[src/design/pef_pkg.sv]
// Constants shared by the event flag and interrupt mask block
package pef_pkg;

    localparam int          PEF_ADDR_W     = 12;
    localparam int          PEF_DATA_W     = 32;

    // Register byte offsets
    localparam logic [11:0] PEF_MASK2_OFF  = 12'h000;
    localparam logic [11:0] PEF_FLAG1_OFF  = 12'h004;
    localparam logic [11:0] PEF_FLAG2_OFF  = 12'h008;
    localparam logic [11:0] PEF_TRANS_OFF  = 12'h00C;

    // Second mask register bit positions
    localparam int          PEF_M_BOOST_OV    = 19;
    localparam int          PEF_M_BIAS_UVH    = 18;
    localparam int          PEF_M_COMM        = 17;
    localparam int          PEF_M_PREREG_FBOV = 16;
    localparam int          PEF_M_BOOST_UVH   = 15;
    localparam int          PEF_M_SUPPLY_UV7  = 14;
    localparam int          PEF_M_PREREG_UVH  = 12;
    localparam int          PEF_M_SUPPLY_UVL  = 11;
    localparam int          PEF_M_SUPPLY_UVH  = 10;
    localparam int          PEF_M_WAKE_A      = 9;
    localparam int          PEF_M_WAKE_B      = 8;

    // First flag register bit positions
    localparam int          PEF_F1_BIAS_UVH   = 23;
    localparam int          PEF_F1_BOOST_UVH  = 22;
    localparam int          PEF_F1_OC_LSB     = 16;
    localparam int          PEF_F1_CLK_OK     = 15;
    localparam int          PEF_F1_BOOST_OV   = 14;
    localparam int          PEF_F1_OT_LSB     = 8;

    // Second flag register bit positions
    localparam int          PEF_F2_PREREG_FBOV = 23;
    localparam int          PEF_F2_SUPPLY_UV7  = 22;
    localparam int          PEF_F2_ON_LSB      = 16;
    localparam int          PEF_F2_PREREG_UVL  = 15;
    localparam int          PEF_F2_PREREG_UVH  = 14;
    localparam int          PEF_F2_SUPPLY_UVL  = 13;
    localparam int          PEF_F2_SUPPLY_UVH  = 12;
    localparam int          PEF_F2_WAKE_B_LVL  = 11;
    localparam int          PEF_F2_WAKE_A_LVL  = 10;
    localparam int          PEF_F2_WAKE_B_SRC  = 9;
    localparam int          PEF_F2_WAKE_A_SRC  = 8;

    // Values after reset of the stored bits
    localparam logic [31:0] PEF_MASK2_RST  = 32'h0000_0000;
    localparam logic [31:0] PEF_FLAG1_RST  = 32'h00C0_0000;
    localparam logic [31:0] PEF_FLAG2_RST  = 32'h0040_F100;
    localparam logic [31:0] PEF_TRANS_RST  = 32'h0000_0000;
    // Clock edges after reset before pin edges count
    localparam logic [1:0]  PEF_ARM_CYC    = 2'h3;

    // Writable and clearable bit sets
    localparam logic [31:0] PEF_MASK2_WMASK = 32'h000F_DF00;
    localparam logic [31:0] PEF_FLAG1_CMASK = 32'h00FF_7F00;
    localparam logic [31:0] PEF_FLAG2_CMASK = 32'h00C0_F300;
    localparam logic [31:0] PEF_TRANS_CMASK = 32'h000E_0300;

    // Bus phase tracker, Gray coded along idle, setup, access
    typedef enum logic [1:0] {
        PEF_IDLE   = 2'b00,
        PEF_SETUP  = 2'b01,
        PEF_ACCESS = 2'b11
    } pef_phase_t;

endpackage : pef_pkg

[src/design/pef_event_flags.sv]
// Event flags, live regulator state and interrupt masks behind an APB slave
`timescale 1ns/1ps

module pef_event_flags #(
    parameter int SYNC_STAGES = 2
) (
    input  wire logic        pclk,
    input  wire logic        presetn,
    input  wire logic        psel,
    input  wire logic        penable,
    input  wire logic        pwrite,
    input  wire logic [11:0] paddr,
    input  wire logic [31:0] pwdata,
    input  wire logic [3:0]  pstrb,
    output logic             pready,
    output logic [31:0]      prdata,
    output logic             pslverr,
    input  wire logic        bias_uv_high_det,
    input  wire logic        boost_uv_high_det,
    input  wire logic        boost_ov_det,
    input  wire logic [5:0]  overcurrent_det,
    input  wire logic [5:0]  overtemp_det,
    input  wire logic        prereg_fb_ov_det,
    input  wire logic        supply_uv7_det,
    input  wire logic        prereg_uv_low_det,
    input  wire logic        prereg_uv_high_det,
    input  wire logic        supply_uv_low_det,
    input  wire logic        supply_uv_high_det,
    input  wire logic [5:0]  regulator_on,
    input  wire logic        ext_clock_div_in_range,
    input  wire logic        comm_error,
    input  wire logic        wake_pin_a,
    input  wire logic        wake_pin_b,
    input  wire logic        wake_by_pin_a,
    input  wire logic        wake_by_pin_b,
    output logic             irq
);

    localparam int SYNC_W = 31;

    // Byte-lane expansion of the strobes
    function automatic logic [31:0] lane_mask(input logic [3:0] strb);
        lane_mask = {{8{strb[3]}}, {8{strb[2]}}, {8{strb[1]}}, {8{strb[0]}}};
    endfunction : lane_mask

    // Bits a write-one-to-clear access removes from one register
    function automatic logic [31:0] w1c_bits(input logic        hit,
                                             input logic [31:0] data,
                                             input logic [31:0] strb_mask,
                                             input logic [31:0] cmask);
        w1c_bits = hit ? (data & strb_mask & cmask) : 32'h0000_0000;
    endfunction : w1c_bits

    // Register select decode
    function automatic logic addr_is(input logic [11:0] addr, input logic [11:0] off);
        addr_is = (addr == off);
    endfunction : addr_is

    // Input synchronisers
    logic [SYNC_W-1:0] det_raw;
    logic [SYNC_W-1:0] sync_meta;
    logic [SYNC_W-1:0] sync_lvl;
    logic [SYNC_W-1:0] sync_prev;

    assign det_raw = {wake_pin_b, wake_pin_a, comm_error, ext_clock_div_in_range,
                      regulator_on, supply_uv_high_det, supply_uv_low_det,
                      prereg_uv_high_det, prereg_uv_low_det, supply_uv7_det,
                      prereg_fb_ov_det, overtemp_det, boost_ov_det, overcurrent_det,
                      boost_uv_high_det, bias_uv_high_det};

    always_ff @(posedge pclk or negedge presetn) begin
        if (!presetn) begin
            sync_meta <= '0;
            sync_lvl  <= '0;
        end else begin
            sync_meta <= det_raw;
            sync_lvl  <= sync_meta;
        end
    end

    // Previous level; edges held off until synchronisers carry real pin levels
    logic [1:0] edge_arm;
    always_ff @(posedge pclk or negedge presetn) begin
        if (!presetn) begin
            sync_prev <= '0;
            edge_arm  <= 2'h0;
        end else begin
            sync_prev <= sync_lvl;
            edge_arm  <= (edge_arm == pef_pkg::PEF_ARM_CYC) ? edge_arm : edge_arm + 2'h1;
        end
    end

    logic [SYNC_W-1:0] rise;
    logic [SYNC_W-1:0] toggle;
    assign rise   = (edge_arm == pef_pkg::PEF_ARM_CYC) ? (sync_lvl & ~sync_prev) : '0;
    assign toggle = (edge_arm == pef_pkg::PEF_ARM_CYC) ? (sync_lvl ^ sync_prev) : '0;

    // Unpacked synchronised levels and edges
    logic       s_bias_uvh_rise;
    logic       s_boost_uvh_rise;
    logic [5:0] s_oc_rise;
    logic       s_boost_ov_rise;
    logic [5:0] s_ot_rise;
    logic       s_fbov_rise;
    logic       s_uv7_rise;
    logic       s_pre_uvl_rise;
    logic       s_pre_uvh_rise;
    logic       s_sup_uvl_rise;
    logic       s_sup_uvh_rise;
    logic [5:0] s_reg_on;
    logic       s_clk_ok;
    logic       s_wake_a;
    logic       s_wake_b;
    logic       s_bias_uvh_tgl;
    logic       s_boost_ov_tgl;
    logic       s_comm_tgl;
    logic       s_wake_a_tgl;
    logic       s_wake_b_tgl;

    assign s_bias_uvh_rise  = rise[0];
    assign s_boost_uvh_rise = rise[1];
    assign s_oc_rise        = rise[7:2];
    assign s_boost_ov_rise  = rise[8];
    assign s_ot_rise        = rise[14:9];
    assign s_fbov_rise      = rise[15];
    assign s_uv7_rise       = rise[16];
    assign s_pre_uvl_rise   = rise[17];
    assign s_pre_uvh_rise   = rise[18];
    assign s_sup_uvl_rise   = rise[19];
    assign s_sup_uvh_rise   = rise[20];
    assign s_reg_on         = sync_lvl[26:21];
    assign s_clk_ok         = sync_lvl[27];
    assign s_wake_a         = sync_lvl[29];
    assign s_wake_b         = sync_lvl[30];
    assign s_bias_uvh_tgl   = toggle[0];
    assign s_boost_ov_tgl   = toggle[8];
    assign s_comm_tgl       = toggle[28];
    assign s_wake_a_tgl     = toggle[29];
    assign s_wake_b_tgl     = toggle[30];

    // APB slave: zero wait states, read data captured in setup phase
    pef_pkg::pef_phase_t phase;
    pef_pkg::pef_phase_t next_phase;

    always_comb begin
        case (phase)
            pef_pkg::PEF_IDLE:   next_phase = psel ? pef_pkg::PEF_SETUP : pef_pkg::PEF_IDLE;
            pef_pkg::PEF_SETUP:  next_phase = pef_pkg::PEF_ACCESS;
            pef_pkg::PEF_ACCESS: next_phase = psel ? pef_pkg::PEF_SETUP : pef_pkg::PEF_IDLE;
            default:             next_phase = pef_pkg::PEF_IDLE;
        endcase
    end

    always_ff @(posedge pclk or negedge presetn) begin
        if (!presetn) begin
            phase <= pef_pkg::PEF_IDLE;
        end else if (!(psel && penable)) begin
            phase <= psel ? pef_pkg::PEF_SETUP : pef_pkg::PEF_IDLE;
        end else begin
            phase <= next_phase;
        end
    end

    logic sel_mask2;
    logic sel_flag1;
    logic sel_flag2;
    logic sel_trans;
    logic mapped;
    logic wr_access;

    assign sel_mask2 = addr_is(paddr, pef_pkg::PEF_MASK2_OFF);
    assign sel_flag1 = addr_is(paddr, pef_pkg::PEF_FLAG1_OFF);
    assign sel_flag2 = addr_is(paddr, pef_pkg::PEF_FLAG2_OFF);
    assign sel_trans = addr_is(paddr, pef_pkg::PEF_TRANS_OFF);
    assign mapped    = sel_mask2 | sel_flag1 | sel_flag2 | sel_trans;
    assign wr_access = psel & penable & pwrite & mapped & (phase == pef_pkg::PEF_SETUP);

    assign pready  = 1'b1;
    assign pslverr = psel & penable & ~mapped;

    logic [31:0] wr_lanes;
    assign wr_lanes = lane_mask(pstrb);

    // Second interrupt mask register
    logic [31:0] interrupt_mask_second;

    always_ff @(posedge pclk or negedge presetn) begin
        if (!presetn) begin
            interrupt_mask_second <= pef_pkg::PEF_MASK2_RST;
        end else if (wr_access && sel_mask2) begin
            interrupt_mask_second <= (interrupt_mask_second & ~(wr_lanes & pef_pkg::PEF_MASK2_WMASK))
                                   | (pwdata & wr_lanes & pef_pkg::PEF_MASK2_WMASK);
        end
    end

    // Sticky flags: a set in the same cycle as a clear wins
    logic [31:0] flag1_store;
    logic [31:0] flag2_store;
    logic [31:0] trans_store;
    logic [31:0] flag1_set;
    logic [31:0] flag2_set;
    logic [31:0] trans_set;
    logic [31:0] flag1_clr;
    logic [31:0] flag2_clr;
    logic [31:0] trans_clr;

    assign flag1_set = {8'h00,
                        s_bias_uvh_rise,
                        s_boost_uvh_rise,
                        s_oc_rise,
                        1'b0,
                        s_boost_ov_rise,
                        s_ot_rise,
                        8'h00};

    assign flag2_set = {8'h00,
                        s_fbov_rise,
                        s_uv7_rise,
                        6'h00,
                        s_pre_uvl_rise,
                        s_pre_uvh_rise,
                        s_sup_uvl_rise,
                        s_sup_uvh_rise,
                        2'b00,
                        wake_by_pin_b,
                        wake_by_pin_a,
                        8'h00};

    // Transition latches share the mask bit positions
    assign trans_set = {12'h000,
                        s_boost_ov_tgl,
                        s_bias_uvh_tgl,
                        s_comm_tgl,
                        7'h00,
                        s_wake_a_tgl,
                        s_wake_b_tgl,
                        8'h00};

    // Zero bits and live bits fall outside the clear masks
    assign flag1_clr = w1c_bits(wr_access & sel_flag1, pwdata, wr_lanes,
                                pef_pkg::PEF_FLAG1_CMASK);
    assign flag2_clr = w1c_bits(wr_access & sel_flag2, pwdata, wr_lanes,
                                pef_pkg::PEF_FLAG2_CMASK);
    assign trans_clr = w1c_bits(wr_access & sel_trans, pwdata, wr_lanes,
                                pef_pkg::PEF_TRANS_CMASK);

    always_ff @(posedge pclk or negedge presetn) begin
        if (!presetn) begin
            flag1_store <= pef_pkg::PEF_FLAG1_RST;
        end else begin
            flag1_store <= (flag1_store & ~flag1_clr) | flag1_set;
        end
    end

    always_ff @(posedge pclk or negedge presetn) begin
        if (!presetn) begin
            flag2_store <= pef_pkg::PEF_FLAG2_RST;
        end else begin
            flag2_store <= (flag2_store & ~flag2_clr) | flag2_set;
        end
    end

    always_ff @(posedge pclk or negedge presetn) begin
        if (!presetn) begin
            trans_store <= pef_pkg::PEF_TRANS_RST;
        end else begin
            trans_store <= (trans_store & ~trans_clr) | trans_set;
        end
    end

    // Read view: stored flags merged with live status
    logic [31:0] event_flags_first;
    logic [31:0] event_flags_second;
    logic [31:0] live1;
    logic [31:0] live2;
    assign live1 = {16'h0000, s_clk_ok, 15'h0000};
    assign live2 = {10'h000, s_reg_on, 4'h0, s_wake_b, s_wake_a, 10'h000};
    assign event_flags_first  = flag1_store | live1;
    assign event_flags_second = flag2_store | live2;

    logic [31:0] next_prdata;
    always_comb begin
        next_prdata = 32'h0000_0000;
        if (sel_mask2) begin
            next_prdata = interrupt_mask_second;
        end else if (sel_flag1) begin
            next_prdata = event_flags_first;
        end else if (sel_flag2) begin
            next_prdata = event_flags_second;
        end else if (sel_trans) begin
            next_prdata = trans_store;
        end
    end

    always_ff @(posedge pclk or negedge presetn) begin
        if (!presetn) begin
            prdata <= 32'h0000_0000;
        end else if (psel && !penable && !pwrite) begin
            prdata <= next_prdata;
        end
    end

    // Interrupt request
    logic [31:0] m;
    logic        irq_any;
    assign m = interrupt_mask_second;

    always_comb begin
        irq_any = 1'b0;
        irq_any = irq_any | (trans_store[pef_pkg::PEF_M_BOOST_OV] & ~m[pef_pkg::PEF_M_BOOST_OV]);
        irq_any = irq_any | (flag1_store[pef_pkg::PEF_F1_BOOST_OV] & ~m[pef_pkg::PEF_M_BOOST_OV]);
        irq_any = irq_any | (flag1_store[pef_pkg::PEF_F1_BOOST_UVH] & ~m[pef_pkg::PEF_M_BOOST_UVH]);
        irq_any = irq_any | (trans_store[pef_pkg::PEF_M_BIAS_UVH] & ~m[pef_pkg::PEF_M_BIAS_UVH]);
        irq_any = irq_any | (trans_store[pef_pkg::PEF_M_COMM] & ~m[pef_pkg::PEF_M_COMM]);
        irq_any = irq_any | (flag2_store[pef_pkg::PEF_F2_PREREG_FBOV]
                             & ~m[pef_pkg::PEF_M_PREREG_FBOV]);
        irq_any = irq_any | (flag2_store[pef_pkg::PEF_F2_SUPPLY_UV7]
                             & ~m[pef_pkg::PEF_M_SUPPLY_UV7]);
        irq_any = irq_any | (flag2_store[pef_pkg::PEF_F2_SUPPLY_UVL]
                             & ~m[pef_pkg::PEF_M_SUPPLY_UVL]);
        irq_any = irq_any | (flag2_store[pef_pkg::PEF_F2_PREREG_UVH]
                             & ~m[pef_pkg::PEF_M_PREREG_UVH]);
        irq_any = irq_any | (flag2_store[pef_pkg::PEF_F2_SUPPLY_UVH]
                             & ~m[pef_pkg::PEF_M_SUPPLY_UVH]);
        irq_any = irq_any | (trans_store[pef_pkg::PEF_M_WAKE_A] & ~m[pef_pkg::PEF_M_WAKE_A]);
        irq_any = irq_any | (trans_store[pef_pkg::PEF_M_WAKE_B] & ~m[pef_pkg::PEF_M_WAKE_B]);
        // Sources without a mask in this register
        irq_any = irq_any | flag2_store[pef_pkg::PEF_F2_PREREG_UVL];
        irq_any = irq_any | (|flag1_store[pef_pkg::PEF_F1_OC_LSB +: 6]);
        irq_any = irq_any | (|flag1_store[pef_pkg::PEF_F1_OT_LSB +: 6]);
        irq_any = irq_any | flag1_store[pef_pkg::PEF_F1_BIAS_UVH];
    end

    always_ff @(posedge pclk or negedge presetn) begin
        if (!presetn) begin
            irq <= 1'b0;
        end else begin
            irq <= irq_any;
        end
    end

endmodule : pef_event_flags

[config.mk]
export PLATFORM = sky130hd
export DESIGN_NAME = pef_event_flags
export DESIGN_NICKNAME = d
export VERILOG_FILES = /design/src/design/pef_pkg.sv /design/src/design/pef_event_flags.sv
export SDC_FILE = /design/constraint.sdc
export NUM_CORES = 1
export LEC_CHECK = 0
export ABC_CLOCK_PERIOD_IN_PS = 1900
export BUFFER_PORTS_ARGS = -buffer_cell sky130_fd_sc_hd__buf_4
export CORE_MARGIN = 2
export CORE_UTILIZATION = 32
export DETAILED_ROUTE_END_ITERATION = 6
export PLACE_DENSITY_LB_ADDON = 0.08
export SLEW_MARGIN = 5
export SYNTH_ARGS = -nofsm -noshare
export SYNTH_HDL_FRONTEND = slang
export SYNTH_SLANG_ARGS = --single-unit
[constraint.sdc]
create_clock -name pclk -period 1.9 [get_ports pclk]
set_input_delay 0.57 -clock pclk [delete_from_list [all_inputs] [get_ports pclk]]
set_output_delay 0.57 -clock pclk [all_outputs]
set_load 0.05 [all_outputs]
After elaboration in Yosys (flattened, before gate mapping)
Cells that the tools add are included.

Output and inout bits: 35. ROM bits: 0. Latch bits: 0. Memory bits (writable): 0. Register bits: 258. Bits of input ports: 86. Memories: 0.

Multiply operators: 0. Reduce and logical (&&, ||, !) cells: 11. Shift operators: 0. $add $sub $neg: 1. Divide/modulo/power cells: 0. Bitwise gates (word level): 68. Equal/unequal tests: 6. Magnitude comparators: 0. Multiplexer cells: 12.

Operators with widths (count): AND 32 bit (4); 2-to-1 mux 32 bit (4); inverter 20 -> 32 bit (2); inverter 24 -> 32 bit (2); OR 32 x 20 -> 32 bit (2); OR 32 x 24 -> 32 bit (2); 2-to-1 mux 24 bit (2); OR 32 x 16 -> 32 bit (1); OR 32 x 22 -> 32 bit (1); 2-to-1 mux 31 bit (1); XOR 31 bit (1); AND 24 bit (1); equality test 12 x 4 -> 1 bit, second input constant (2); AND 21 bit (1); 2-to-1 mux 21 bit (1); inverter 21 bit (1); AND 1 bit (20); 2-to-1 mux 20 bit (1); OR 1 bit (18); equality test 12 x 3 -> 1 bit, second input constant (1); zero test 12 bit (1); inverter 1 bit (12); OR reduction 6 bit (2); equality test 2 bit, second input constant (2); 9 further kinds (13).

Longest topological paths before layout
Gate-level depths: netlist (run 1).

Depth in word-level cells: 17. Mapped depth: 7. Depth with buffers taken out: 6.

Worst setup path after synthesis (run 1)
No wires, ideal clock.

Path type: in2out. Start point: input port paddr[8]. End point: output port pslverr. Setup slack: -0.244 ns. Path buffers: 0. Stages on the path: 3. Arrival: 1.574 ns. Path through: nor4_4 > and2_2 > a21oi_1.

Word-level cells in the longest chain between the ends: 6. Elaborated cells on any way between the ends: 9. Those cells by class: 3 x eq/ne; 5 x bitwise; 1 x reduce/logical.

Ends and longest elaborated chain: from (decl) (line pef_event_flags.sv:12) `input wire logic [11:0] paddr,`; equality test 12 x 3 -> 1 bit or zero test 12 bit (tied branches) (line pef_event_flags.sv:56) `addr_is = (addr == off);`; OR 1 bit (2 in series) (line pef_event_flags.sv:175) `assign mapped = sel_mask2 | sel_flag1 | sel_flag2 | sel_trans;`; OR 1 bit * (line pef_event_flags.sv:175); inverter 1 bit * (line pef_event_flags.sv:179) `assign pslverr = psel & penable & ~mapped;`; AND 1 bit * (line pef_event_flags.sv:179); to (decl) (line pef_event_flags.sv:17) `output logic pslverr,`.

Every way passes the cells marked *; elsewhere a longest branch is shown, timed or not.

Final worst setup path (run 1)
Start point: input port paddr[6]. End point: output port pslverr.

The elaborated chain is that of the path after synthesis.

==> results of run 1 <==
-- area by class of cell --
| type | count | area share [%] |
|---|---|---|
| timing repair buffer | 115 | 12.98 |
| sequential | 146 | 51.50 |
| clock buffer | 17 | 5.981 |
| multi-input combinational | 233 | 22.39 |
| clock inverter | 15 | 2.058 |
| inverter | 23 | 1.214 |
| tap | 220 | 3.870 |
-- critical path, delay by kind of cell --
| kind | cells | cell delay, ns |
|---|---|---|
| simple gates | 2 | 0.48 |
| compound gates | 1 | 0.05 |
| buf+inv | 2 | 0.25 |
-- metal layers --
layer	GRT usage, %	share of wire (%)	up-vias
li1	-	-	1667
met1	20.96	47	1775
met2	24.49	47	103
met3	4.129	4.9	10
met4	5.614	1.1	0
met5	0	0	-
-- path summary, 6_finish.rpt --
check                           depth (start not counted)                        end
worst max register to register                          7                   register
min in group pclk                                       1    sync_meta[28]$_DFF_PN0_
worst max-delay path                                    5                    pslverr
max in group asynchronous                               2  flag2_store[22]$_DFF_PN1_
worst min-delay path                                    1   flag2_store[9]$_DFF_PN0_
worst min register to register                          0     sync_lvl[30]$_DFF_PN0_
-- cell families (layout without fill, tap and decap cells) --
group	count (synthesis)	count (layout)	share of synthesized area [%]
simple gates	110	110	12.91
fa+ha+maj	6	6	1.375
buf+inv	54	170	5.089
mux	12	12	2.957
other cells	2	17	0.1376
xor+xnor	4	4	0.6418
compound gates	84	84	9.766
flops	146	146	67.13
-- what timing repair did --
| item | 4_1_cts | 5_1_grt |
|---|---|---|
| pin swaps | 4 | 3 |
| resized for setup | 5 | 5 |
| endpoints found under the setup margin | 1 | 14 |
| setup buffers | 2 | 1 |
-- flip-flops by register name, indices dropped and copies added (netlist names), named ones only --
signal       count
prdata          16
irq              1
edge_arm         2
phase            2
flag2_store      8
flag1_store     15
sync_meta       31
sync_prev       24
sync_lvl        31
trans_store      5
-- metrics by stage --
stage | instance area, µm² | hold slack [ns] | std cells
finish | 7113 | 0.02647 | 769
global route | 7113 | 0.03592 | 769
CTS | 7087 | 0.02554 | 768
detailed placement | 6484 | 0.3347 | 734
global placement | 6484 | 0.3331 | 734
floorplan | 5518 | 0.2744 | 433
-- synth_stat cells, types with 5 or more instances --
master,count
sky130_fd_sc_hd__mux2_4,7
sky130_fd_sc_hd__o21ai_1,12
sky130_fd_sc_hd__ha_1,6
sky130_fd_sc_hd__nand2b_1,12
sky130_fd_sc_hd__nand4_1,5
sky130_fd_sc_hd__buf_4,17
sky130_fd_sc_hd__nand2_1,45
sky130_fd_sc_hd__a22oi_1,11
sky130_fd_sc_hd__dfrtp_1,138
sky130_fd_sc_hd__dfstp_2,8
sky130_fd_sc_hd__a21oi_1,8
sky130_fd_sc_hd__inv_1,23
sky130_fd_sc_hd__clkbuf_1,10
sky130_fd_sc_hd__o21ai_0,29
sky130_fd_sc_hd__a221oi_1,6
sky130_fd_sc_hd__nor4_1,5
sky130_fd_sc_hd__nand3b_1,16
-- cell usage in the layout, fill, tap and decap left out, types with 3 or more instances in the layout --
cell                         instances
sky130_fd_sc_hd__xnor2_1             4
sky130_fd_sc_hd__nand3b_1           16
sky130_fd_sc_hd__a22oi_1            11
sky130_fd_sc_hd__a32o_1              3
sky130_fd_sc_hd__o31ai_1             3
sky130_fd_sc_hd__mux2_1              4
sky130_fd_sc_hd__nand2_1            45
sky130_fd_sc_hd__dfrtp_1           138
sky130_fd_sc_hd__buf_6               6
sky130_fd_sc_hd__a32oi_1             4
sky130_fd_sc_hd__nand4_1             5
sky130_fd_sc_hd__buf_12              3
sky130_fd_sc_hd__nor4_4              3
sky130_fd_sc_hd__o21ai_1            12
sky130_fd_sc_hd__clkbuf_16          17
sky130_fd_sc_hd__dfstp_2             8
sky130_fd_sc_hd__buf_4             106
sky130_fd_sc_hd__a221oi_1            6
sky130_fd_sc_hd__nor4_1              5
sky130_fd_sc_hd__nor2_1              4
sky130_fd_sc_hd__mux2_4              7
sky130_fd_sc_hd__nand2b_1           12
sky130_fd_sc_hd__o21ai_0            29
sky130_fd_sc_hd__a21oi_1             7
sky130_fd_sc_hd__inv_1              23
sky130_fd_sc_hd__ha_1                6
sky130_fd_sc_hd__clkinvlp_4          4
sky130_fd_sc_hd__inv_6               8
sky130_fd_sc_hd__conb_1             17
-- power groups by stage --
stage	Combinational (mW)	Sequential, mW	Clock (mW)
after floorplan	0.206	3.29	0
after global placement	0.447	3.30	0
after detailed placement	0.450	3.30	0
after CTS	0.456	3.24	3.32
after global routing	0.492	3.25	3.45
final	0.449	3.24	3.23
==> qor.json, run 1 <==
{
  "start_util": {"value": 32.79, "unit": "%"},
  "edff_count_synth": {"value": 0},
  "worst-endpoint-arrival": {"value": 1.35, "unit": "ns"},
  "diodes": {"value": 0},
  "place.port_buffers": {"value": 85},
  "critical_path.startpoint": {"value": "paddr[6]"},
  "share_comb_of_total_power": {"value": 6.5, "unit": "%"},
  "setup_viol": {"value": 1},
  "fin_setup_tns": {"value": -0.02253, "unit": "ns"},
  "place_worst_setup_slack": {"value": -0.1701, "unit": "ns"},
  "yosysWarningCount": {"value": 0},
  "internal_power": {"value": 5.217, "unit": "mW"},
  "dpl.hpwl": {"value": 9672, "unit": "µm"},
  "power.share.switching": {"value": 24.58, "unit": "%"},
  "grt_pass1_vias": {"value": 3804},
  "initialDrtViolationCount": {"value": 225},
  "drt-vias-per-instance": {"value": 4.623},
  "final_net_count": {"value": 628},
  "r2r_start": {"value": "phase[1]$_DFF_PN0_"},
  "n_fill_cell": {"value": 1616},
  "ant_nets": {"value": 0},
  "grt-ovfl-total": {"value": 0},
  "num_vias": {"value": 3555},
  "cpMostUsedCell": {"value": "sky130_fd_sc_hd__buf_6"},
  "final.period_utilization": {"value": 101.2, "unit": "%"},
  "drt_drc_violations_left": {"value": 0},
  "proportion_of_register_bits_with_asynchronous_set_or_reset_after_synthesis": {"value": 100.0, "unit": "%"},
  "num_rows": {"value": 47},
  "clk_pin_slew_worst_paths": {"value": 0.07, "unit": "ns"},
  "cp_cell_sequence": {"value": "buf_6 > nor4_4 > and2_4 > a21oi_2 > buf_6"},
  "maxClockFrequency": {"value": 520.1, "unit": "MHz"},
  "p_switching": {"value": 1.700, "unit": "mW"},
  "result_of_the_run": {"value": "finished with violations"},
  "grt_util_all_layers": {"value": 15.60, "unit": "%"},
  "clock_latency": {"value": 0.43, "unit": "ns"},
  "post_route_cells_drive_above_1_share": {"value": 32.60, "unit": "%"},
  "skew": {"value": 0.02694, "unit": "ns"},
  "worst-r2r-setup-slack": {"value": 0.13, "unit": "ns"},
  "hold_buffers": {"value": 0},
  "synthDistinctLibCells": {"value": 46},
  "violations_in_the_final_reports": {"value": "setup timing"},
  "cts_tree": {"value": "done"},
  "report.final.slew_viol_count": {"value": 0},
  "firstDrtPassIters": {"value": 4},
  "ys_seq_elements": {"value": 146},
  "post-route-util": {"value": 42.74, "unit": "%"},
  "cp.required": {"value": 1.33, "unit": "ns"},
  "post-synth-top-area-cell": {"value": "sky130_fd_sc_hd__dfrtp_1"},
  "grt_first_pass_wirelength": {"value": 20910, "unit": "µm"},
  "worst_path_max_delay_cell": {"value": "sky130_fd_sc_hd__nor4_4"},
  "synth_sequential_area_ratio": {"value": 67.13, "unit": "%"},
  "floorplan.die_area": {"value": 18120, "unit": "µm²"},
  "start_kind": {"value": "primary input"},
  "timing.critical_path.to_type": {"value": "primary output"},
  "syn_avg_cell_area": {"value": 13.06, "unit": "µm²"},
  "multi_input_comb_area": {"value": 1593, "unit": "µm²"},
  "power.leakage": {"value": 3.171, "unit": "nW"},
  "synth.area.top_cells": {"value": "sky130_fd_sc_hd__dfrtp_1, sky130_fd_sc_hd__dfstp_2, sky130_fd_sc_hd__nand2_1"},
  "power.share.sequential": {"value": 46.8, "unit": "%"},
  "synthesis.instances": {"value": 418},
  "hp-class": {"value": "in -> async"},
  "flow.area_growth_from_synthesis": {"value": 30.33, "unit": "%"},
  "globalplace.congestion": {"value": 0.8271},
  "die-height": {"value": 134.6, "unit": "µm"},
  "timing.critical_path.slowest_cell_delay": {"value": 0.29, "unit": "ns"},
  "final_hold_viol_count": {"value": 0},
  "cts-htree-levels": {"value": 4},
  "cts_made_buffers": {"value": 17},
  "setup.worst_path.class": {"value": "in -> out"},
  "critPathMaxFanout": {"value": 2},
  "synthesis.area": {"value": 5458, "unit": "µm²"},
  "clock_power_share": {"value": 46.7, "unit": "%"},
  "clkSinkCount": {"value": 146},
  "layout_min_cycle_time": {"value": 1.923, "unit": "ns"},
  "max_cap_viol_count": {"value": 0},
  "synth-main-ff-cell": {"value": "sky130_fd_sc_hd__dfrtp_1"},
  "wirelength": {"value": 13140, "unit": "µm"},
  "max-clock-path-buffers": {"value": 2},
  "power.ir.vdd_worst": {"value": 0.6043, "unit": "mV"},
  "antenna_found_initial": {"value": 0},
  "clockRootBuffer": {"value": "sky130_fd_sc_hd__clkbuf_16"},
  "grt_max_degree": {"value": 45},
  "total_power": {"value": 6.917, "unit": "mW"},
  "routed_wire_length_per_instance": {"value": 17.08, "unit": "µm"},
  "synth_top_cell_area_share": {"value": 63.27, "unit": "%"},
  "io_pins": {"value": 121},
  "worst_slack": {"value": -0.02253, "unit": "ns"},
  "chipWidth": {"value": 134.6, "unit": "µm"},
  "grt_setup_unrepaired": {"value": "true"},
  "power.density_cell_area": {"value": 972.4, "unit": "nW/µm²"},
  "final-seq-area": {"value": 3664, "unit": "µm²"},
  "floorplan.core_area": {"value": 16640, "unit": "µm²"}
}
Power figures use the tool's default switching activity.
==> run 2, diff against run 1 <==
--- a/config.mk
+++ b/config.mk
@@ -10,6 +10,7 @@
 export CORE_MARGIN = 2
 export CORE_UTILIZATION = 32
 export DETAILED_ROUTE_END_ITERATION = 6
+export MAX_ROUTING_LAYER = met4
 export PLACE_DENSITY_LB_ADDON = 0.08
 export SLEW_MARGIN = 5
 export SYNTH_ARGS = -nofsm -noshare
==> qor.json, run 2 (synthesized netlist as in run 1, its figures left out) <==
{
  "result_of_the_run": {"value": "finished with violations"},
  "violations_in_the_final_reports": {"value": "setup timing"},
  "maxClockFrequency": {"value": 520.1, "unit": "MHz"},
  "global_route.peak_usage_layer": {"value": "met2"},
  "worst_slack": {"value": -0.02277, "unit": "ns"},
  "place_worst_setup_slack": {"value": -0.1701, "unit": "ns"},
  "worst_path_dominant_cell_family": {"value": "simple AND/OR/NAND/NOR gates"},
  "cp.required": {"value": 1.33, "unit": "ns"},
  "clock_latency": {"value": 0.44, "unit": "ns"},
  "timing.critical_path.buf_inv": {"value": 2},
  "routed_wire_length_per_instance": {"value": 17.04, "unit": "µm"},
  "r2r_start": {"value": "phase[1]$_DFF_PN0_"},
  "critPathMaxFanout": {"value": 2},
  "dpl.hpwl": {"value": 9672, "unit": "µm"},
  "antenna_found_initial": {"value": 0},
  "start_kind": {"value": "primary input"},
  "power.ir.vdd_worst": {"value": 0.6048, "unit": "mV"},
  "start_util": {"value": 32.79, "unit": "%"},
  "layout_min_cycle_time": {"value": 1.923, "unit": "ns"},
  "flow.area_growth_from_synthesis": {"value": 30.33, "unit": "%"},
  "clkSinkCount": {"value": 146},
  "finish.cell_count_without_fillers": {"value": 769},
  "cp_cell_sequence": {"value": "buf_6 > nor4_4 > and2_4 > a21oi_2 > buf_6"},
  "final.period_utilization": {"value": 101.2, "unit": "%"},
  "grt_max_degree": {"value": 45},
  "ant_nets": {"value": 0},
  "initialDrtViolationCount": {"value": 212},
  "floorplan.die_area": {"value": 18120, "unit": "µm²"},
  "met3_usage": {"value": 4.129, "unit": "%"},
  "final_net_count": {"value": 628},
  "drt-vias-per-instance": {"value": 4.622},
  "globalRouteMet1Util": {"value": 20.92, "unit": "%"},
  "wirelength": {"value": 13110, "unit": "µm"},
  "grt_setup_unrepaired": {"value": "true"},
  "chipWidth": {"value": 134.6, "unit": "µm"},
  "cts-htree-levels": {"value": 4},
  "grt-ovfl-total": {"value": 0},
  "worst-endpoint-arrival": {"value": 1.35, "unit": "ns"},
  "cpMostUsedCell": {"value": "sky130_fd_sc_hd__buf_6"},
  "place_inst": {"value": 734},
  "max_cap_viol_count": {"value": 0},
  "max-clock-path-buffers": {"value": 2},
  "final_hold_viol_count": {"value": 0},
  "hp-class": {"value": "in -> async"},
  "most_frequent_cells_in_the_layout": {"value": "sky130_fd_sc_hd__dfrtp_1, sky130_fd_sc_hd__buf_4, sky130_fd_sc_hd__nand2_1, sky130_fd_sc_hd__o21ai_0, sky130_fd_sc_hd__inv_1"},
  "drt_drc_violations_left": {"value": 0},
  "die-height": {"value": 134.6, "unit": "µm"},
  "total_power": {"value": 6.917, "unit": "mW"},
  "post-route-util": {"value": 42.74, "unit": "%"},
  "power.leakage": {"value": 3.171, "unit": "nW"},
  "clockRootBuffer": {"value": "sky130_fd_sc_hd__clkbuf_16"},
  "timing.critical_path.to_type": {"value": "primary output"},
  "num_rows": {"value": 47},
  "num_vias": {"value": 3554},
  "floorplan.core_area": {"value": 16640, "unit": "µm²"},
  "grt.met2_usage": {"value": 24.60, "unit": "%"},
  "power.density_cell_area": {"value": 972.5, "unit": "nW/µm²"},
  "cts_made_buffers": {"value": 17},
  "grt_first_pass_wirelength": {"value": 20910, "unit": "µm"},
  "largestRegisters": {"value": "sync_lvl (31), sync_meta (31), sync_prev (24)"},
  "io_pins": {"value": 121},
  "diodes": {"value": 0},
  "globalplace.congestion": {"value": 0.8396},
  "place.port_buffers": {"value": 85},
  "skew": {"value": 0.04081, "unit": "ns"},
  "setup_viol": {"value": 1},
  "post_route_cells_drive_above_1_share": {"value": 32.60, "unit": "%"},
  "report.final.slew_viol_count": {"value": 0},
  "firstDrtPassIters": {"value": 4},
  "worst_path_max_delay_cell": {"value": "sky130_fd_sc_hd__nor4_4"},
  "hold_buffers": {"value": 0},
  "timing.critical_path.slowest_cell_delay": {"value": 0.29, "unit": "ns"},
  "grt_pass1_vias": {"value": 3807},
  "clk_pin_slew_worst_paths": {"value": 0.07, "unit": "ns"},
  "layout.cells.most_common": {"value": "sky130_fd_sc_hd__dfrtp_1"},
  "grt_util_all_layers": {"value": 16.06, "unit": "%"},
  "setup.worst_path.class": {"value": "in -> out"},
  "cts_tree": {"value": "done"},
  "critical_path.startpoint": {"value": "paddr[6]"}
}
run 2: cell counts in the layout (fill, tap and decap cells not counted):
No cell type changed its count.
run 2: layout make-up:
| class | instances | area [µm²] |
|---|---|---|
| multi-input combinational | 233 | 1593 |
| timing repair buffer | 115 | 923.4 |
| inverter | 23 | 86.33 |
| tap | 220 | 275.3 |
| sequential | 146 | 3664 |
| clock inverter | 15 | 146.4 |
| clock buffer | 17 | 425.4 |
| fill | 1616 | 9529 |
run 2: where the power goes:
group / switching, mW / leakage [nW] / internal [mW]
Combinational: 0.276 / 1.21 / 0.174
Clock: 1.39 / 0.270 / 1.84
Sequential: 0.0341 / 1.69 / 3.21
Total: 1.70 / 3.17 / 5.22
run 2: worst paths after layout:
kind	to	slack (ns)	cells after the start
max in group asynchronous	flag2_store[22]$_DFF_PN1_	1.27	2
min in group pclk	sync_meta[28]$_DFF_PN0_	0.24	1
min reg2reg	sync_lvl[30]$_DFF_PN0_	0.34	0
max reg2reg	register	0.12	7
max	pslverr	-0.02	5
min	flag2_store[9]$_DFF_PN0_	0.02	1
run 2: what timing repair did:
item                                    4_1_cts  5_1_grt
setup buffers                                 2        1
endpoints found under the setup margin        1       14
pin swaps                                     4        3
resized for setup                             5        5
run 2: through the flow:
step	instance area, µm²	TNS (ns)	hold slack [ns]
4_1_cts	7087	-0.04192	0.02554
3_3_place_gp	6484	-1.676	0.3331
2_1_floorplan	5518	0	0.2744
5_1_grt	7113	-0.05576	0.03530
6_report	7113	-0.02277	0.01806
3_5_place_dp	6484	-2.119	0.3347
run 2: per-layer routing:
layer,part of all wire (%),routed length [µm]
met2,47,6174
met5,0,0
met3,4.8,632
met1,47,6144
met4,1.2,155
run 2: worst register-to-register path, stage by stage, from the launching register on:
cell and delay (ns):
sky130_fd_sc_hd__dfrtp_1 0.38, sky130_fd_sc_hd__inv_1 0.08, sky130_fd_sc_hd__ha_1 0.17, sky130_fd_sc_hd__and4_1 0.24, sky130_fd_sc_hd__and3_4 0.23, sky130_fd_sc_hd__buf_4 0.12
sky130_fd_sc_hd__nand3_4 0.09, sky130_fd_sc_hd__mux2_1 0.33
